<file path="src/hdl/pd_regs_defs.svh">
// offsets, field positions and reset values of the powered-device status bank
// assumes inclusion by bare name from the register modules and the bench files
`ifndef PD_REGS_DEFS_SVH
`define PD_REGS_DEFS_SVH

`define OFF_AUX_THR  8'h09
`define OFF_CTRL     8'h0a
`define OFF_VOLT     8'h0b
`define OFF_CUR      8'h0c
`define OFF_OC_THR   8'h0d
`define OFF_MARGIN   8'h0e
`define OFF_RSVD     8'h0f

`define RST_AUX_THR  8'hff
`define RST_CTRL     4'h0
`define RST_OC_THR   5'h1f
`define RST_MARGIN   3'h0
`define RST_READING  8'h00

`define BIT_LOCAL    6
`define BIT_HP       5
`define BIT_CURRENT_LIMIT_SELECT     4
`define BIT_MOD_EN   3
`define BIT_MOD_FRAC 2

`define AMT_RSVD     2'h3
`define MARGIN_MAX   3'h4

// serial management address, arbitrary value
`define DEV_ADDR     7'h2a

`endif

</file>
<file path="src/hdl/pd_regs_pkg.sv">
// types shared by the status bank and its serial management slave
// assumes the constants header sits beside it
package pd_regs_pkg;

	// outside-domain inputs, all passed through a two-flop synchroniser
	typedef struct packed {
		logic       local_supply_detected;
		logic       high_power_source_detected;
		logic       current_limit_select;
		logic       software_mode_strap;
		logic       conversion_toggle;
		logic [7:0] input_voltage_code;
		logic [4:0] input_current_code;
		logic [7:0] aux_analog_input_code;
	} analog_in_t;

	typedef struct packed {
		logic       enable;
		logic       fractional;
		logic [1:0] amount;
	} spread_ctrl_t;

	typedef struct packed {
		logic       wr;
		logic [7:0] addr;
		logic [7:0] wdata;
	} reg_req_t;

	typedef enum logic [8:0] {
		ST_IDLE  = 9'h001,
		ST_ADDR  = 9'h002,
		ST_ACK_A = 9'h004,
		ST_PTR   = 9'h008,
		ST_ACK_P = 9'h010,
		ST_WRITE = 9'h020,
		ST_ACK_W = 9'h040,
		ST_READ  = 9'h080,
		ST_RACK  = 9'h100
	} slave_state_t;

endpackage

</file>
<file path="src/hdl/pd_monitor_status_regs.sv">
// powered-device status, spread-spectrum, measurement and margin registers
// assumes analog words are held steady across each conversion toggle edge
//
// Contract
// - aux alarm threshold is an 8-bit linear code, zero is 0 V, ones full scale.
// - local supply bit reads one while a local supply is present.
// - high-power bit reads one for a Type 2 source or local power.
// - current-limit bit reads one for the higher source current limit.
// - modulation enable bit turns PWM clock modulation on or off.
// - modulation type bit: one fractional-n, zero pseudo-random sequence.
// - amount 00 2%, 01 5%, 10 10%; 11 reserved; ignored for pseudo-random.
// - voltage register reports 8-bit linear input voltage, valid in local power.
// - current register holds 5-bit reading, upper three bits reserved, source power only.
// - current scale doubles when the current-limit bit is high.
// - over-current alarm sets when measured current exceeds programmed 5-bit threshold.
// - threshold shares current scaling; alarm comparison invalid in local power.
// - margin 000 none, 001 -5%, 010 -2.5%, 011 +2.5%, 100 +5%; rest reserved.
// - Type 2 detection shows on the pin in hardware mode, register in software.
`timescale 1ns/1ps
`default_nettype none
`include "pd_regs_defs.svh"

module pd_monitor_status_regs
	import pd_regs_pkg::*;
(
	// clock and reset
	input  wire logic        clk,
	input  wire logic        rst,
	// serial management pins
	input  wire logic        scl_in,
	input  wire logic        sda_in,
	output logic             sda_out,
	output logic             sda_oe,
	// analog front end
	input  wire analog_in_t  meas_in,
	// controls toward the converter
	output spread_ctrl_t     spread_ctrl,
	output logic [2:0]       margin_sel,
	// status pins
	output logic             high_power_source_detected,
	output logic             overcurrent_alarm,
	output logic             aux_alarm
);

	localparam int MEAS_W = $bits(analog_in_t);

	logic [MEAS_W-1:0] meas_raw, meas_s1_r, meas_s2_r;
	analog_in_t        meas_s;
	reg_req_t          req;
	logic [7:0]        rdata;

	logic [7:0] aux_thr_r, aux_thr_nxt;
	logic [3:0] ctrl_r, ctrl_nxt;
	logic [4:0] oc_thr_r, oc_thr_nxt;
	logic [2:0] margin_r, margin_nxt;

	logic [7:0] volt_r, volt_nxt;
	logic [4:0] cur_r, cur_nxt;
	logic [7:0] aux_r, aux_nxt;
	logic       conv_d_r, conv_d_nxt;
	logic       sw_mode_r, sw_mode_nxt;
	logic [1:0] settle_r, settle_nxt;

	logic       oc_alarm_r, oc_alarm_nxt;
	logic       aux_alarm_r, aux_alarm_nxt;
	logic       hp_pin_r, hp_pin_nxt;
	logic       conv_edge, hp_status;

	function automatic logic hit(input logic [7:0] a, input logic [7:0] off);
		return a == off;
	endfunction

	serial_mgmt_slave u_slave (
		.clk     (clk),
		.rst     (rst),
		.scl_in  (scl_in),
		.sda_in  (sda_in),
		.sda_out (sda_out),
		.sda_oe  (sda_oe),
		.req     (req),
		.rdata   (rdata)
	);

	// every analog-side bit crosses on its own pair of flops
	assign meas_raw = meas_in;
	genvar gi;
	generate
		for (gi = 0; gi < MEAS_W; gi++) begin : g_sync
			always_ff @(posedge clk) begin
				if (rst) begin
					meas_s1_r[gi] <= 1'b0;
					meas_s2_r[gi] <= 1'b0;
				end else begin
					meas_s1_r[gi] <= meas_raw[gi];
					meas_s2_r[gi] <= meas_s1_r[gi];
				end
			end
		end
	endgenerate
	assign meas_s = analog_in_t'(meas_s2_r);

	// software-written controls
	always_comb begin
		aux_thr_nxt = aux_thr_r;
		ctrl_nxt    = ctrl_r;
		oc_thr_nxt  = oc_thr_r;
		margin_nxt  = margin_r;
		if (req.wr) begin
			if (hit(req.addr, `OFF_AUX_THR)) begin
				aux_thr_nxt = req.wdata;
			end
			if (hit(req.addr, `OFF_CTRL)) begin
				ctrl_nxt[`BIT_MOD_EN]   = req.wdata[`BIT_MOD_EN];
				ctrl_nxt[`BIT_MOD_FRAC] = req.wdata[`BIT_MOD_FRAC];
				// a reserved amount keeps the last legal one
				if (req.wdata[1:0] != `AMT_RSVD) begin
					ctrl_nxt[1:0] = req.wdata[1:0];
				end
			end
			if (hit(req.addr, `OFF_OC_THR)) begin
				oc_thr_nxt = req.wdata[4:0];
			end
			if (hit(req.addr, `OFF_MARGIN) && req.wdata[2:0] <= `MARGIN_MAX) begin
				margin_nxt = req.wdata[2:0];
			end
		end
	end

	always_ff @(posedge clk) begin
		if (rst) begin
			aux_thr_r <= `RST_AUX_THR;
			ctrl_r    <= `RST_CTRL;
			oc_thr_r  <= `RST_OC_THR;
			margin_r  <= `RST_MARGIN;
		end else begin
			aux_thr_r <= aux_thr_nxt;
			ctrl_r    <= ctrl_nxt;
			oc_thr_r  <= oc_thr_nxt;
			margin_r  <= margin_nxt;
		end
	end

	// conversion capture; bus writes never reach these
	// no false edge while the synchroniser refills after reset
	assign conv_edge = (meas_s.conversion_toggle ^ conv_d_r) & (settle_r == 2'h3);

	always_comb begin
		volt_nxt       = volt_r;
		cur_nxt        = cur_r;
		aux_nxt        = aux_r;
		conv_d_nxt     = meas_s.conversion_toggle;
		sw_mode_nxt    = sw_mode_r;
		settle_nxt     = settle_r;
		if (conv_edge) begin
			volt_nxt = meas_s.input_voltage_code;
			cur_nxt  = meas_s.input_current_code;
			aux_nxt  = meas_s.aux_analog_input_code;
		end
		if (settle_r != 2'h3) begin
			settle_nxt = settle_r + 2'h1;
		end
		// strap is caught once, on the third edge after release, when the flops hold real pin levels
		if (settle_r == 2'h2) begin
			sw_mode_nxt = meas_s.software_mode_strap;
		end
	end

	always_ff @(posedge clk) begin
		if (rst) begin
			volt_r       <= `RST_READING;
			cur_r        <= 5'h00;
			aux_r        <= `RST_READING;
			conv_d_r     <= 1'b0;
			sw_mode_r    <= 1'b0;
			settle_r     <= 2'h0;
		end else begin
			volt_r       <= volt_nxt;
			cur_r        <= cur_nxt;
			aux_r        <= aux_nxt;
			conv_d_r     <= conv_d_nxt;
			sw_mode_r    <= sw_mode_nxt;
			settle_r     <= settle_nxt;
		end
	end

	// status and alarms
	assign hp_status = meas_s.high_power_source_detected | meas_s.local_supply_detected;

	always_comb begin
		// the current reading means nothing on local power, so neither does the alarm
		oc_alarm_nxt  = (cur_r > oc_thr_r) & ~meas_s.local_supply_detected;
		aux_alarm_nxt = aux_r > aux_thr_r;
		// pin stays low until the strap is known, so software mode never sees a pulse
		hp_pin_nxt    = hp_status & ~sw_mode_r & (settle_r == 2'h3);
	end

	always_ff @(posedge clk) begin
		if (rst) begin
			oc_alarm_r  <= 1'b0;
			aux_alarm_r <= 1'b0;
			hp_pin_r    <= 1'b0;
		end else begin
			oc_alarm_r  <= oc_alarm_nxt;
			aux_alarm_r <= aux_alarm_nxt;
			hp_pin_r    <= hp_pin_nxt;
		end
	end

	// read mux; unmapped and reserved locations read zero
	always_comb begin
		rdata = 8'h00;
		case (req.addr)
			`OFF_AUX_THR: rdata = aux_thr_r;
			`OFF_CTRL: begin
				rdata[`BIT_LOCAL] = meas_s.local_supply_detected;
				rdata[`BIT_HP]    = hp_status & sw_mode_r;
				rdata[`BIT_CURRENT_LIMIT_SELECT]  = meas_s.current_limit_select;
				rdata[3:0]        = ctrl_r;
			end
			`OFF_VOLT:   rdata = volt_r;
			`OFF_CUR:    rdata = {3'h0, cur_r};
			`OFF_OC_THR: rdata = {3'h0, oc_thr_r};
			`OFF_MARGIN: rdata = {5'h00, margin_r};
			`OFF_RSVD:   rdata = 8'h00;
			default:     rdata = 8'h00;
		endcase
	end

	// pseudo-random modulation takes no amount
	assign spread_ctrl.enable     = ctrl_r[`BIT_MOD_EN];
	assign spread_ctrl.fractional = ctrl_r[`BIT_MOD_FRAC];
	assign spread_ctrl.amount     = ctrl_r[`BIT_MOD_FRAC] ? ctrl_r[1:0] : 2'h0;
	assign margin_sel                 = margin_r;
	assign high_power_source_detected = hp_pin_r;
	assign overcurrent_alarm          = oc_alarm_r;
	assign aux_alarm                  = aux_alarm_r;
endmodule

`default_nettype wire

</file>
<file path="src/hdl/serial_mgmt_slave.sv">
// two-wire serial management slave: address byte, pointer byte, auto-increment
// assumes an open-drain data line resolved outside; scl is a slow pin, oversampled
`timescale 1ns/1ps
`default_nettype none
`include "pd_regs_defs.svh"

module serial_mgmt_slave
	import pd_regs_pkg::*;
(
	// clock and reset
	input  wire logic       clk,
	input  wire logic       rst,
	// serial pins
	input  wire logic       scl_in,
	input  wire logic       sda_in,
	output logic            sda_out,
	output logic            sda_oe,
	// register access
	output reg_req_t        req,
	input  wire logic [7:0] rdata
);

	logic         scl_s1_r, scl_s2_r, scl_d_r;
	logic         sda_s1_r, sda_s2_r, sda_d_r;
	slave_state_t state_r, state_nxt;
	logic [2:0]   bitcnt_r, bitcnt_nxt;
	logic [7:0]   shreg_r, shreg_nxt;
	logic [7:0]   ptr_r, ptr_nxt;
	logic         rw_r, rw_nxt;
	logic         got_r, got_nxt;
	logic         oe_r, oe_nxt;
	logic         wr_r, wr_nxt;
	logic         start_ev, stop_ev, rise, fall;

	always_ff @(posedge clk) begin
		if (rst) begin
			scl_s1_r <= 1'b1;
			scl_s2_r <= 1'b1;
			scl_d_r  <= 1'b1;
			sda_s1_r <= 1'b1;
			sda_s2_r <= 1'b1;
			sda_d_r  <= 1'b1;
		end else begin
			scl_s1_r <= scl_in;
			scl_s2_r <= scl_s1_r;
			scl_d_r  <= scl_s2_r;
			sda_s1_r <= sda_in;
			sda_s2_r <= sda_s1_r;
			sda_d_r  <= sda_s2_r;
		end
	end

	assign start_ev = scl_s2_r & scl_d_r & sda_d_r & ~sda_s2_r;
	assign stop_ev  = scl_s2_r & scl_d_r & ~sda_d_r & sda_s2_r;
	assign rise     = scl_s2_r & ~scl_d_r;
	assign fall     = ~scl_s2_r & scl_d_r;

	always_comb begin
		state_nxt  = state_r;
		bitcnt_nxt = bitcnt_r;
		shreg_nxt  = shreg_r;
		ptr_nxt    = ptr_r;
		rw_nxt     = rw_r;
		got_nxt    = got_r;
		oe_nxt     = oe_r;
		wr_nxt     = 1'b0;
		if (stop_ev) begin
			state_nxt = ST_IDLE;
			oe_nxt    = 1'b0;
		end else if (start_ev) begin
			state_nxt  = ST_ADDR;
			bitcnt_nxt = 3'h0;
			got_nxt    = 1'b0;
			oe_nxt     = 1'b0;
		end else begin
			case (state_r)
				ST_IDLE: begin
				end
				ST_ADDR, ST_PTR, ST_WRITE: begin
					if (rise) begin
						shreg_nxt  = {shreg_r[6:0], sda_s2_r};
						bitcnt_nxt = bitcnt_r + 3'h1;
						got_nxt    = (bitcnt_r == 3'h7);
					end else if (fall && got_r) begin
						got_nxt = 1'b0;
						oe_nxt  = 1'b1;
						if (state_r == ST_ADDR) begin
							// foreign address: stay off the line until the next start
							if (shreg_r[7:1] == `DEV_ADDR) begin
								rw_nxt    = shreg_r[0];
								state_nxt = ST_ACK_A;
							end else begin
								oe_nxt    = 1'b0;
								state_nxt = ST_IDLE;
							end
						end else if (state_r == ST_PTR) begin
							ptr_nxt   = shreg_r;
							state_nxt = ST_ACK_P;
						end else begin
							wr_nxt    = 1'b1;
							state_nxt = ST_ACK_W;
						end
					end
				end
				ST_ACK_A: begin
					if (fall) begin
						bitcnt_nxt = 3'h0;
						if (rw_r) begin
							shreg_nxt = rdata;
							oe_nxt    = ~rdata[7];
							state_nxt = ST_READ;
						end else begin
							oe_nxt    = 1'b0;
							state_nxt = ST_PTR;
						end
					end
				end
				ST_ACK_P, ST_ACK_W: begin
					if (fall) begin
						oe_nxt    = 1'b0;
						state_nxt = ST_WRITE;
						if (state_r == ST_ACK_W) begin
							ptr_nxt = ptr_r + 8'h01;
						end
					end
				end
				ST_READ: begin
					if (rise) begin
						bitcnt_nxt = bitcnt_r + 3'h1;
						got_nxt    = (bitcnt_r == 3'h7);
					end else if (fall) begin
						if (got_r) begin
							got_nxt   = 1'b0;
							oe_nxt    = 1'b0;
							state_nxt = ST_RACK;
						end else begin
							shreg_nxt = {shreg_r[6:0], 1'b0};
							oe_nxt    = ~shreg_r[6];
						end
					end
				end
				ST_RACK: begin
					if (rise) begin
						if (sda_s2_r) begin
							state_nxt = ST_IDLE;
						end else begin
							ptr_nxt = ptr_r + 8'h01;
							got_nxt = 1'b1;
						end
					end else if (fall && got_r) begin
						got_nxt    = 1'b0;
						bitcnt_nxt = 3'h0;
						shreg_nxt  = rdata;
						oe_nxt     = ~rdata[7];
						state_nxt  = ST_READ;
					end
				end
				default: begin
					state_nxt = ST_IDLE;
					oe_nxt    = 1'b0;
				end
			endcase
		end
	end

	always_ff @(posedge clk) begin
		if (rst) begin
			state_r  <= ST_IDLE;
			bitcnt_r <= 3'h0;
			shreg_r  <= 8'h00;
			ptr_r    <= 8'h00;
			rw_r     <= 1'b0;
			got_r    <= 1'b0;
			oe_r     <= 1'b0;
			wr_r     <= 1'b0;
		end else begin
			state_r  <= state_nxt;
			bitcnt_r <= bitcnt_nxt;
			shreg_r  <= shreg_nxt;
			ptr_r    <= ptr_nxt;
			rw_r     <= rw_nxt;
			got_r    <= got_nxt;
			oe_r     <= oe_nxt;
			wr_r     <= wr_nxt;
		end
	end

	assign sda_out   = 1'b0;
	assign sda_oe    = oe_r;
	assign req.wr    = wr_r;
	assign req.addr  = ptr_r;
	assign req.wdata = shreg_r;

endmodule

`default_nettype wire

</file>
<file path="config.mk">
export PLATFORM = sky130hd
export DESIGN_NAME = pd_monitor_status_regs
export DESIGN_NICKNAME = d
export VERILOG_FILES = /design/src/hdl/pd_regs_pkg.sv /design/src/hdl/pd_monitor_status_regs.sv /design/src/hdl/serial_mgmt_slave.sv
export VERILOG_INCLUDE_DIRS = /design/src /design/src/hdl
export SDC_FILE = /design/constraint.sdc
export NUM_CORES = 1
export LEC_CHECK = 0
export BUFFER_PORTS_ARGS = -buffer_cell sky130_fd_sc_hd__buf_4
export CAP_MARGIN = 20
export CORE_UTILIZATION = 45
export CTS_CLUSTER_DIAMETER = 40
export CTS_CLUSTER_SIZE = 8
export DETAILED_ROUTE_END_ITERATION = 8
export GPL_TIMING_DRIVEN = 0
export MAX_ROUTING_LAYER = met4
export PLACE_DENSITY = 0.66
export RECOVER_POWER = 50
export SLEW_MARGIN = 10
export SYNTH_ARGS = -nofsm -noshare
export SYNTH_HDL_FRONTEND = slang
export SYNTH_HIERARCHICAL = 1
export SYNTH_SLANG_ARGS = --single-unit
</file>
<file path="constraint.sdc">
create_clock -name clk -period 2.91 [get_ports clk]
set_input_delay 0.1455 -clock clk [delete_from_list [all_inputs] [get_ports clk]]
set_output_delay 0.1455 -clock clk [all_outputs]
set_load 0.1 [all_outputs]
</file>
==> metrics.md <==
| Metric | Value |
|---|---|
| Outcome | `finished, final reports clean` |
| Max Cap Viol | `0` |
| Avg Inst Size Synth | `9.23 um2` |
| Power Density | `roughly 620 nW/um2` |
| Leak pwr | `3.15 nW` |
| Core area | `13300 um2` |
| Number of vias in the routed layout | `5196` |
| CTS Buffer Depth | `2` |
| Yosys top cell by area | `dfxtp_1` |
| Tmin final | `2800 ps` |
| Synth top cells by count | `dfxtp_1 (138), nor2_1 (63), nor2b_1 (60)` |
| Cells after synthesis | `669` |
| Initial Util | `~46%` |
| Inserted Diodes | `0` |
| TritonCTS clock tree | `yes` |
| Skew-Pair Late Insertion Delay | `420 ps` |
| Max Freq | `0.357 GHz` |
| Clock sink count | `138` |
| CP Class | `register to register` |
| Fillcell total | `1198` |
| CTS Root Cell | `clkbuf_16` |
| Slowest cell on crit path | `or4_1` |
| Initial antenna violation count | `0` |
| Die width | `119 um` |
| Die height | `119 um` |
| Reg-to-reg startpoint | `u_slave/state_r[2]$_SDFFE_PP0P_` |
| Mapped Nets | `between 700 and 800` |
| Synth Flop Type | `dfxtp_1` |
| I/O Buffers | `40` |
| P&R area growth vs syn | `22.6%` |
| R2R depth | `9` |
| Drt pass-1 iters | `5` |
| First-pass GRT wire length | `roughly 25 mm` |
| WL/cell | `16.0 um` |
| Routability congestion estimate | `0.928` |
| GR Util All Layers | `22.9%` |
| Placed Cells | `885` |
| H-tree levels | `4` |
| Syn Std Cell Area | `a little over 6000 um2` |
| FF+latch count, synth | `138` |
| Setup TNS | `0 ps` |
| Setup slack, reg-to-reg | `approximately 110 ps` |
| Cts bufs inserted | `17` |
| Via count of the first global-routing pass | `5055` |
| Largest net degree at the start of global routing | `17` |
| Crit. End Element | `register` |
| Tcrit/Tclk final | `96.3%` |
| Most frequent cell after synthesis | `dfxtp_1` |
| Sequential share of the synthesized area | `approximately 45%` |
| Async SR Flop Fraction | `0%` |
| Worst-Margin Slew | `between 1000 and 1500 ps` |
| Data required, critical path | `3230 ps` |
| DR DRC count | `0` |
| I/O pins | `42` |
| Yosys Warn Count | `6` |
| Most frequent CP cell | `clkbuf_1` |
| Number of synthesized flops with an enable pin | `0` |
| Routed wire length | `15.1 mm` |
| DR vias/cell | `5.50` |
| Starting DRT DRC Count | `roughly 310` |
| Post-DP HPWL | `approximately 11 mm` |
| Slowest stage delay, CP | `540 ps` |
| Critical path launch point type | `register` |
| Hold_sp | `rst` |
| Clock Pin Slew Worst Setup and Hold Paths | `60 ps` |
| Die area | `14200 um2` |
| Std-Cell Rows | `42` |
| Min-Delay Path Depth | `3` |
| Slew Limit Headroom | `22.5%` |
| Maximum VDD drop | `0.000376 V` |
| Fraction of layout cells with a size suffix above 1 | `about 14%` |
| Overflow after GRT | `0` |
| Endpoints failing hold | `0` |
| Synth top area cells | `dfxtp_1 (45%), mux2i_1 (6.6%), nor2b_1 (6.1%), a21oi_1 (4.0%), nor2_1 (3.8%)` |
| Final std cells w/o fill | `944` |
| Max-slew violations | `0` |
| Worst Clk Skew | `6.58 ps` |
| CP cell instances | `clkbuf_1 -> or4_1 -> buf_2 -> nor3_2 -> nor2_1 -> clkbuf_1 -> nor3_1 -> a21oi_1 -> o32ai_1` |
| Worst min path class | `input pin to register` |
| Library cells used by synthesis | `75` |
| RSZ-0062 raised after global routing | `false` |
| Worst r2r dst | `u_slave/ptr_r[6]$_SDFFE_PP0P_` |
| CP max FO | `10` |
| Net count, final | `between 800 and 900` |
| # setup viols final | `0` |
| Worst hold endpoint | `u_slave/state_r[0]$_SDFFE_PP1P_` |
| Routed Antenna Nets | `0` |
| Arrival @ worst endpoint | `3120 ps` |
| Post-synth top area share | `between 40% and 50%` |
==> routing by layer <==
metal	track usage (%)	vias up	wire, um
li1	-	2550	-
met1	24.9	2457	6370
met2	39.0	154	7570
met3	5.84	35	755
met4	10.8	0	419
met5	-	-	0
==> power by group <==
| part | switching [mW] | internal, mW | total (mW) | leakage, nW |
|---|---|---|---|---|
| clock network | 0.842 | 1.30 | 2.15 | 0.288 |
| registers | 0.0644 | 1.96 | 2.02 | 1.13 |
| logic | 0.310 | 0.217 | 0.526 | 1.73 |
| total | 1.22 | 3.48 | 4.69 | 3.15 |
==> timing repair <==
action / 4_1_cts / 5_1_grt
cloned: 0 / 0
setup buffers: 0 / 0
endpoints found under the hold margin: 28 / 0
hold buffers: 28 / 0
endpoints found under the setup margin: 1 / 6
resized for setup: 2 / 3
==> area by class of cell <==
class	count	area, um2	share of cell area [%]
Inverter	19	71.3	0.942
Timing Repair Buffer	68	543	7.17
Clock inverter	10	104	1.37
Buffer	40	215	2.84
Tap cell	176	220	2.91
Multi-Input combinational cell	471	3160	41.7
Clock buffer	22	494	6.53
Sequential cell	138	2760	36.5
==> cells in the final DEF (no fill, tap or decap), types with 4 or more instances in the layout <==
master	count
dfxtp_1	138
nor2_1	63
nor2b_1	60
a21oi_1	49
mux2i_1	41
clkbuf_1	36
buf_4	34
dlygate4sd3_1	28
nand2_1	27
nor3_1	25
o21ai_0	22
inv_1	19
ha_1	18
clkbuf_16	17
or2_2	14
nand3_1	14
nand2b_1	10
or3_1	6
a311oi_1	6
or4_1	5
o211ai_1	5
clkbuf_8	5
o32ai_1	5
nand3b_1	4
buf_6	4
a32oi_1	4
a22o_1	4
a21o_1	4
nand4_1	4
inv_6	4
==> sequential cells by signal (all words and copies together), names as in the netlist, 8 cells and up <==
register / cells
u_slave/ptr_r: 8
meas_s: 25
volt_r: 8
u_slave/shreg_r: 8
meas_s1_r: 26
u_slave/state_r: 9
aux_thr_r: 8
aux_r: 8
==> kinds of logic (layout without fill, tap and decap cells) <==
| family | after synthesis | in the layout | share of synthesized area, % |
|---|---|---|---|
| buf+inv | 60 | 159 | 4.70 |
| compound gates | 129 | 129 | 13.8 |
| xor+xnor | 6 | 6 | 0.851 |
| fa+ha+maj | 19 | 19 | 3.81 |
| other cells | 1 | 1 | 0.0607 |
| simple gates | 273 | 273 | 25.1 |
| mux | 43 | 43 | 7.01 |
| flops | 138 | 138 | 44.7 |
==> critical path, delay by kind of cell, from the launching register on <==
kind / cells / cell delay (ps)
AND/OR/NAND/NOR: 4 / 1420
buffers and inverters: 3 / 660
AO/OA/AOI/OAI: 2 / 320
flip-flops: 1 / 300
==> metrics by stage <==
step / cell area, um2 / setup WS (ps) / hold WS (ps) / utilization (%) / power, mW
6_report: 7570 / 108 / 311 / 56.9 / 4.69
3_5_place_dp: 6700 / -7.16 / 335 / 50.4 / 2.55
3_3_place_gp: 6700 / -25.8 / 330 / 50.4 / 2.53
2_1_floorplan: 6180 / 483 / 249 / - / 2.39
4_1_cts: 7590 / 127 / 54.7 / 57.1 / 4.72
5_1_grt: 7570 / 7.99 / 366 / 56.9 / 4.88
==> how the worst max path moves through the flow <==
| stage | slack [ps] | cells after the start | end | startpoint |
|---|---|---|---|---|
| floorplan | 480 | 8 | u_slave/got_r$_SDFFE_PP0P_ | u_slave/state_r[2]$_SDFFE_PP0P_ |
| global placement | -30 | 7 | u_slave/sda_oe$_SDFFE_PP0P_ | u_slave/state_r[5]$_SDFFE_PP0P_ |
| detailed placement | -7 | 9 | u_slave/ptr_r[1]$_SDFFE_PP0P_ | u_slave/state_r[2]$_SDFFE_PP0P_ |
| CTS | 130 | 9 | u_slave/ptr_r[1]$_SDFFE_PP0P_ | u_slave/state_r[2]$_SDFFE_PP0P_ |
| global route | 8 | 9 | u_slave/ptr_r[1]$_SDFFE_PP0P_ | u_slave/state_r[2]$_SDFFE_PP0P_ |
| finish | 110 | 9 | u_slave/ptr_r[6]$_SDFFE_PP0P_ | u_slave/state_r[2]$_SDFFE_PP0P_ |
Power figures use the tool's default switching activity.
